--- src/sbi_pkg.sv ---
// Shared constants for the snooping bus interface block.
// Assumes a single 50 MHz processor clock and a 32-bit physical address space.
package sbi_pkg;
  localparam int ADDR_W = 32;
  localparam int DATA_W = 32;
  localparam int OFS_W = 4;
  localparam int SETS = 16;
  localparam int SET_W = 4;
  localparam int WAYS = 4;
  localparam int TAG_W = ADDR_W - OFS_W - SET_W;
  localparam int WAIT_W = 4;
  localparam logic [WAIT_W-1:0] WAIT_DEFAULT = 4'h2;
  typedef enum logic [1:0] {
    SBI_INVALID = 2'b00,
    SBI_VALID = 2'b01,
    SBI_DIRTY = 2'b10
  } sbi_line_t;
  typedef enum logic [1:0] {
    SBI_IDLE = 2'b00,
    SBI_ADDR = 2'b01,
    SBI_WAIT = 2'b10,
    SBI_DONE = 2'b11
  } sbi_state_t;
endpackage

--- src/sbi_core.sv ---
// Bus controller plus snoop tag array of the snooping bus interface.
// Assumes bus pins arrive asynchronously and pass a two-stage synchroniser here.
`timescale 1ns/100ps
`default_nettype none

// How it works
// - Separate address/data, all on rising clk.
// - Bus acts only on qualified edges.
// - Bus runs independent of internal cache use.
// - Wait count configurable per memory speed.
// - Snoopable foreign cycles invalidate matching lines.
// - Snoop beats execution unit for caches.
// - Four-way, 16-byte lines, three line states.
module sbi_core (
  // Clock and reset.
  input wire logic clk_i,
  input wire logic rst_b_i,
  // Bus pins.
  input wire logic bus_edge_qualifier_n_i,
  input wire logic bus_ready_n_i,
  input wire logic [sbi_pkg::DATA_W-1:0] bus_data_i,
  input wire logic ext_start_n_i,
  input wire logic ext_snoop_i,
  input wire logic [sbi_pkg::ADDR_W-1:0] ext_addr_i,
  output logic [sbi_pkg::ADDR_W-1:0] bus_addr_o,
  output logic bus_start_n_o,
  output logic bus_active_o,
  // Configuration strap-like input from core logic.
  input wire logic [sbi_pkg::WAIT_W-1:0] wait_cfg_i,
  // Core request port (same clock).
  input wire logic req_valid_i,
  input wire logic [sbi_pkg::ADDR_W-1:0] req_addr_i,
  output logic req_ready_o,
  output logic rsp_valid_o,
  output logic [sbi_pkg::DATA_W-1:0] rsp_data_o,
  // Execution unit cache access (same clock).
  input wire logic eu_req_i,
  input wire logic [sbi_pkg::ADDR_W-1:0] eu_addr_i,
  input wire logic eu_fill_i,
  input wire logic eu_dirty_i,
  output logic eu_grant_o,
  output logic eu_hit_o,
  // Snoop status.
  output logic snoop_inval_o
);
  import sbi_pkg::*;

  // Two-flop synchronisers on every asynchronous pin; only stage two is read.
  logic qn_s1_r, qn_s2_r, rdy_s1_r, rdy_s2_r, st_s1_r, st_s2_r, sn_s1_r, sn_s2_r;
  logic [DATA_W-1:0] d_s1_r, d_s2_r;
  logic [ADDR_W-1:0] xa_s1_r, xa_s2_r;
  always_ff @(posedge clk_i or negedge rst_b_i) begin
    if (!rst_b_i) begin
      {qn_s1_r, qn_s2_r, rdy_s1_r, rdy_s2_r} <= 4'hF;
      {st_s1_r, st_s2_r, sn_s1_r, sn_s2_r} <= 4'hC;
      d_s1_r <= '0;
      d_s2_r <= '0;
      xa_s1_r <= '0;
      xa_s2_r <= '0;
    end else begin
      qn_s1_r <= bus_edge_qualifier_n_i;
      qn_s2_r <= qn_s1_r;
      rdy_s1_r <= bus_ready_n_i;
      rdy_s2_r <= rdy_s1_r;
      st_s1_r <= ext_start_n_i;
      st_s2_r <= st_s1_r;
      sn_s1_r <= ext_snoop_i;
      sn_s2_r <= sn_s1_r;
      d_s1_r <= bus_data_i;
      d_s2_r <= d_s1_r;
      xa_s1_r <= ext_addr_i;
      xa_s2_r <= xa_s1_r;
    end
  end

  // A qualified edge is one where the active-low qualifier is asserted.
  logic bus_en;
  assign bus_en = !qn_s2_r;

  // Bus state machine; it stands still on unqualified edges.
  sbi_state_t state_r, state_nxt;
  logic [WAIT_W-1:0] wait_r;
  always_comb begin
    state_nxt = state_r;
    case (state_r)
      SBI_IDLE: if (req_valid_i) state_nxt = SBI_ADDR;
      SBI_ADDR: state_nxt = SBI_WAIT;
      SBI_WAIT: if (wait_r == '0 && !rdy_s2_r) state_nxt = SBI_DONE;
      SBI_DONE: state_nxt = SBI_IDLE;
      default: state_nxt = SBI_IDLE;
    endcase
  end

  always_ff @(posedge clk_i or negedge rst_b_i) begin
    if (!rst_b_i) begin
      state_r <= SBI_IDLE;
    end else if (bus_en) begin
      state_r <= state_nxt;
    end
  end

  // Wait counter loads the configured access length at address phase.
  always_ff @(posedge clk_i or negedge rst_b_i) begin
    if (!rst_b_i) begin
      wait_r <= WAIT_DEFAULT;
    end else if (bus_en) begin
      if (state_r == SBI_ADDR) begin
        wait_r <= wait_cfg_i;
      end else if (state_r == SBI_WAIT && wait_r != '0) begin
        wait_r <= wait_r - 1'b1;
      end
    end
  end

  // Address and strobe outputs are registered and only move on qualified edges.
  always_ff @(posedge clk_i or negedge rst_b_i) begin
    if (!rst_b_i) begin
      bus_addr_o <= '0;
      bus_start_n_o <= 1'b1;
      bus_active_o <= 1'b0;
      rsp_valid_o <= 1'b0;
      rsp_data_o <= '0;
    end else begin
      rsp_valid_o <= 1'b0;
      if (bus_en) begin
        bus_start_n_o <= !(state_r == SBI_IDLE && req_valid_i);
        if (state_r == SBI_IDLE && req_valid_i) begin
          bus_addr_o <= req_addr_i;
        end
        bus_active_o <= (state_nxt != SBI_IDLE);
        if (state_r == SBI_WAIT && state_nxt == SBI_DONE) begin
          rsp_data_o <= d_s2_r;
          rsp_valid_o <= 1'b1;
        end
      end
    end
  end

  // Request taken only in idle on a qualified edge.
  assign req_ready_o = bus_en && (state_r == SBI_IDLE);

  // Round-robin fill pointer; the tag and state arrays live per way below.
  logic [WAYS-1:0] victim_r;

  // Snoop request on every qualified edge while a foreign snoopable cycle holds its start strobe low.
  logic snoop_req;
  assign snoop_req = bus_en && !st_s2_r && sn_s2_r;
  // The snooper wins the tag port; the execution unit simply retries next cycle.
  assign eu_grant_o = eu_req_i && !snoop_req;

  logic [SET_W-1:0] sn_set, eu_set;
  logic [TAG_W-1:0] sn_tag, eu_tag;
  assign sn_set = xa_s2_r[OFS_W +: SET_W];
  assign sn_tag = xa_s2_r[ADDR_W-1 -: TAG_W];
  assign eu_set = eu_addr_i[OFS_W +: SET_W];
  assign eu_tag = eu_addr_i[ADDR_W-1 -: TAG_W];

  logic [WAYS-1:0] sn_hit, eu_hit;
  genvar w;
  generate
    for (w = 0; w < WAYS; w++) begin : g_way
      // Each way owns its arrays, so every array has exactly one writing process.
      logic [TAG_W-1:0] tag_r [SETS];
      sbi_line_t line_r [SETS];
      assign sn_hit[w] = (line_r[sn_set] != SBI_INVALID) && (tag_r[sn_set] == sn_tag);
      assign eu_hit[w] = (line_r[eu_set] != SBI_INVALID) && (tag_r[eu_set] == eu_tag);
      // Per-way line update: snoop invalidate first, else an execution fill.
      always_ff @(posedge clk_i or negedge rst_b_i) begin
        if (!rst_b_i) begin
          for (int s = 0; s < SETS; s++) begin
            line_r[s] <= SBI_INVALID;
            tag_r[s] <= '0;
          end
        end else if (snoop_req) begin
          if (sn_hit[w]) line_r[sn_set] <= SBI_INVALID;
        end else if (eu_grant_o && eu_fill_i && victim_r[w]) begin
          tag_r[eu_set] <= eu_tag;
          line_r[eu_set] <= eu_dirty_i ? SBI_DIRTY : SBI_VALID;
        end
      end
    end
  endgenerate

  // Round-robin victim pointer, advanced on each fill.
  always_ff @(posedge clk_i or negedge rst_b_i) begin
    if (!rst_b_i) begin
      victim_r <= 4'h1;
    end else if (!snoop_req && eu_grant_o && eu_fill_i) begin
      victim_r <= {victim_r[WAYS-2:0], victim_r[WAYS-1]};
    end
  end

  assign eu_hit_o = eu_grant_o && (|eu_hit);

  always_ff @(posedge clk_i or negedge rst_b_i) begin
    if (!rst_b_i) begin
      snoop_inval_o <= 1'b0;
    end else begin
      snoop_inval_o <= snoop_req && (|sn_hit);
    end
  end

  // Checks.
  a_snoop_priority: assert property (@(posedge clk_i) disable iff (!rst_b_i)
    snoop_req |-> !eu_grant_o) else $error("execution unit granted during snoop");
  a_frozen_state: assert property (@(posedge clk_i) disable iff (!rst_b_i)
    !bus_en |=> $stable(state_r)) else $error("bus state moved on unqualified edge");
  a_frozen_addr: assert property (@(posedge clk_i) disable iff (!rst_b_i)
    !bus_en |=> $stable(bus_addr_o) && $stable(bus_start_n_o)) else $error("bus pins moved");
  a_snoop_inval: assert property (@(posedge clk_i) disable iff (!rst_b_i)
    (snoop_req && |sn_hit) |=> snoop_inval_o) else $error("snoop hit not flagged");
  a_no_snoop: assert property (@(posedge clk_i) disable iff (!rst_b_i)
    !snoop_req |=> !snoop_inval_o) else $error("invalidate without snoopable cycle");
  a_line_gone: assert property (@(posedge clk_i) disable iff (!rst_b_i)
    (snoop_req && sn_hit[0]) |=> g_way[0].line_r[$past(sn_set)] == SBI_INVALID)
    else $error("snooped line still valid");
  a_wait_load: assert property (@(posedge clk_i) disable iff (!rst_b_i)
    (bus_en && state_r == SBI_ADDR) |=> wait_r == $past(wait_cfg_i))
    else $error("wait count not loaded");
  a_start_idle: assert property (@(posedge clk_i) disable iff (!rst_b_i)
    (bus_en && state_r == SBI_IDLE && req_valid_i) |=> !bus_start_n_o && state_r == SBI_ADDR)
    else $error("start strobe missing");
  a_eu_free: assert property (@(posedge clk_i) disable iff (!rst_b_i)
    (eu_req_i && !snoop_req && state_r != SBI_IDLE) |-> eu_grant_o)
    else $error("bus cycle stalled execution unit");
endmodule
`default_nettype wire

--- config.mk ---
export PLATFORM = sky130hd
export DESIGN_NAME = sbi_core
export DESIGN_NICKNAME = d
export VERILOG_FILES = /design/src/sbi_pkg.sv /design/src/sbi_core.sv
export SDC_FILE = /design/constraint.sdc
export NUM_CORES = 2
export LEC_CHECK = 0
export BUFFER_PORTS_ARGS = -buffer_cell sky130_fd_sc_hd__buf_2
export CAP_MARGIN = 30
export CORE_MARGIN = 2
export CORE_UTILIZATION = 30
export CTS_BUF_LIST = sky130_fd_sc_hd__clkbuf_8
export DETAILED_ROUTE_END_ITERATION = 8
export PLACE_DENSITY_LB_ADDON = 0.3
export SLEW_MARGIN = 30
export SYNTH_ARGS = -nofsm -noshare
export SYNTH_HDL_FRONTEND = slang
export SYNTH_SLANG_ARGS = --single-unit
--- constraint.sdc ---
create_clock -name clk_i -period 14.05 [get_ports clk_i]
set_input_delay 2.81 -clock clk_i [delete_from_list [all_inputs] [get_ports clk_i]]
set_output_delay 2.81 -clock clk_i [all_outputs]
set_load 0.005 [all_outputs]
==> results.yml <==
drt:
  vias: 72554
  wl_per_cell_um: 30.63
  drc: 0
  finalWirelength_mm: 386.0
  ant_nets: 0
  drt_iter0_markers: 7979
  viasPerCell: 5.757
  first_pass_iters: 6
global_routing:
  antenna_found_initial: 31
  grt_max_degree: 166
  grt_pass1_wl_mm: 550.6
  track_usage: 0.2281
  grt_overflow_total: 0
  grt_pass1_vias: 73379
finish:
  fin_nets: 8140
  final_util: 0.3395
  area_growth_pct: 12.73
  fillers: 32263
  drive_gt1_frac: 0.3383
timing:
  fmax_ghz: 0.09385
  fin_crit_ns: 10.65
  relSlewSlack: 0.2413
  finalSetupViolations: 0
  rsz0062_at_grt: "false"
  period_share: 0.7584
  final_hold_viol_count: 0
  drv_slew: 0
  worst_pin_slew_ns: 1.135
  fin_skew_ns: 0.07193
  fin_setup_tns_ns: 0
setup_path:
  arrival_ns: 7.84
  r2r_cells: 11
  cp-start-kind: "input port"
  path_class: "in -> out"
  critPathRequiredTime_ns: 11.24
  path_max_fanout: 51
  end_kind: "primary output"
  reg2reg_slack_ns: 7.66
synth:
  yosys-top-cells-area: "dfrtp_1 (47%), mux4_2 (14%), mux2_2 (12%), nand2_1 (4.5%), mux2i_1 (3.7%)"
  syn_area_mm2: 0.09845
  yosys_warnings: 0
  synthArstFlopShare: 1.000
  synthesis.nets: 8072
  ys_ff_latch: 1870
  synth.avg_cell_area_um2: 12.42
  yosysTopAreaCellShare: 0.4730
  synth_area_leader_cell: "dfrtp_1"
  synth_cells: 7925
  synth_edf_count: 0
  seq_area_frac_synth: 0.4754
  synth.distinct_cells: 97
  ys.flop_type: "dfrtp_1"
pwr:
  p_total_mw: 12.01
  pwr-share-clk: 0.434
  p_int_mw: 8.644
  combPwrFrac: 0.100
  swShare: 0.2801
  power.density_mw_per_mm2: 108.2
  ir_drop_mv: 0.07017
  p_sw_mw: 3.363
  power_leakage_nw: 49.73
  pwr-share-seq: 0.466
clock_network:
  clk_pin_slew_worst_paths_ns: 0.06
  cts_hold_buf: 0
  worstSkewPairLatency_ns: 1.02
  clock-sinks: 1870
  cts_buffer_depth: 4
  numCtsBuffers: 335
  cts_root_buf: "clkbuf_8"
  post_cts_buffers: 0
  cts_tree: "built"
  htree_levels: 5
  cts_resized: 0
hold_path:
  hold_path_class: "reg -> reg"
  whs_path_depth: 0
floorplan:
  die_w_um: 576.9
  die_area_mm2: 0.3328
  start_util: 0.3012
  core_region_area_mm2: 0.3269
  io_pins: 213
  row_count: 210
  die_h_um: 576.9
placement:
  dpl.hpwl_mm: 243.3
  numPortBuffers: 204
  place_congestion: 0.9389
outcome:
  run_status: "finished clean"
run:
  max_cap_violations: 0
-- Yosys cell counts, drive strengths merged, types with 19 or more instances --
library cell	count
nand4	36
mux4	686
nor4	39
mux2	1068
nand2b	23
xnor2	163
a221oi	69
a211oi	20
a21oi	84
o22ai	116
mux2i	359
xor2	31
nor2	257
o211ai	25
a22oi	90
nand3	44
clkbuf	488
o32ai	19
buf	253
nand2	1179
inv	57
a22o	34
o21ai	578
nor3	56
dfrtp	1861
-- cell families after synthesis --
group           count (synthesis)  share of synthesized area
compound gates               1188                    0.07558
mux                          2113                     0.3179
simple gates                 1744                    0.07418
fa+ha+maj                       5                  0.0006355
flops                        1870                     0.4754
xor+xnor                      194                    0.01726
buf+inv                       811                    0.03905
-- cell type report --
cell class | instances | area [um2] | area share
Antenna cell | 16 | 40.04 | 0.0003608
Clock buffer | 415 | 5712 | 0.05146
Clock inverter | 169 | 963.4 | 0.008681
Inverter | 66 | 259.0 | 0.002334
Multi-Input combinational cell | 5244 | 48260 | 0.4348
Sequential cell | 1870 | 46830 | 0.4219
Tap cell | 4346 | 5438 | 0.04900
Timing Repair Buffer | 476 | 3483 | 0.03139
-- layout by cell type (no fill, tap or decap), drive strengths merged, types with 12 or more instances in the layout --
cell type and count:
xnor2 163, or3 15, a221oi 69, a22o 34
mux4 686, nor2 257, dfrtp 1861, o21ai 578
o31ai 12, mux2 1068, nor3 56, xor2 31
nor4 39, clkbuf 415, and3 13, a32oi 13
buf 476, o211ai 25, a211oi 20, nand2b 23
and2 16, a22oi 90, inv 175, nor2b 18
nand3 44, a2111oi 12, o2111ai 15, mux2i 359
diode 16, clkinv 47, o32ai 19, o22ai 116
nand4 36, a21oi 84, nand2 1179
-- power by group through the flow --
| stage | combinational (mW) | clock [mW] | sequential [mW] |
|---|---|---|---|
| after CTS | 1.19 | 5.32 | 5.59 |
| final | 1.21 | 5.21 | 5.59 |
| after global routing | 1.26 | 5.56 | 5.60 |
| after detailed placement | 1.19 | 0 | 5.68 |
| after floorplan | 0.588 | 0 | 5.66 |
| after global placement | 1.18 | 0 | 5.68 |
-- per-layer routing --
| metal | GRT usage | part of all wire | routed length [um] | up-vias |
|---|---|---|---|---|
| li1 | - | - | - | 29440 |
| met1 | 0.2948 | 0.40 | 153600 | 38506 |
| met2 | 0.3528 | 0.45 | 174600 | 3604 |
| met3 | 0.05254 | 0.088 | 34040 | 980 |
| met4 | 0.1273 | 0.061 | 23570 | 24 |
| met5 | 0 | 0.00041 | 159 | - |
-- sequential cells by signal (all words and copies together), names as in the netlist --
name	cells
bus_active_o	1
bus_addr_o	32
bus_start_n_o	1
d_s1_r	32
d_s2_r	32
g_way.line_r	128
g_way.tag_r	1536
qn_s1_r	1
qn_s2_r	1
rdy_s1_r	1
rdy_s2_r	1
rsp_data_o	32
rsp_valid_o	1
sn_s1_r	1
sn_s2_r	1
snoop_inval_o	1
st_s1_r	1
st_s2_r	1
state_r	2
victim_r	4
wait_r	4
xa_s1_r	28
xa_s2_r	28
-- path summary, 6_finish.rpt --
| check | startpoint | to |
|---|---|---|
| max in group asynchronous | rst_b_i | xa_s2_r[18] |
| worst max register to register | xa_s2_r[4] | snoop_inval_o |
| worst min-delay path | d_s1_r[29] | d_s2_r[29] |
| worst max-delay path | eu_addr_i[4] | eu_hit_o |
| min in group asynchronous | rst_b_i | d_s1_r[26] |
| worst min register to register | d_s1_r[29] | d_s2_r[29] |
-- critical path, stage by stage --
cell	delay [ns]
buf_8	0.51
buf_4	0.71
mux4_2	0.60
mux4_2	0.48
xor2_1	0.19
nor4_1	0.72
o2111ai_1	0.40
or4_1	0.69
a41oi_1	0.26
buf_4	0.23
buf_2	0.14
-- stage by stage --
step	cell area (um2)	hold WS [ns]	setup slack (ns)	cells
3_3_place_gp	104100	0.3337	3.493	11996
6_report	111000	0.3390	3.395	12602
2_1_floorplan	98450	0.3312	5.232	7925
4_1_cts	110800	0.3398	3.427	12581
5_1_grt	111000	0.3415	3.340	12593
3_5_place_dp	104100	0.3347	3.434	11997
No activity file was read; power rests on OpenSTA's default activity.
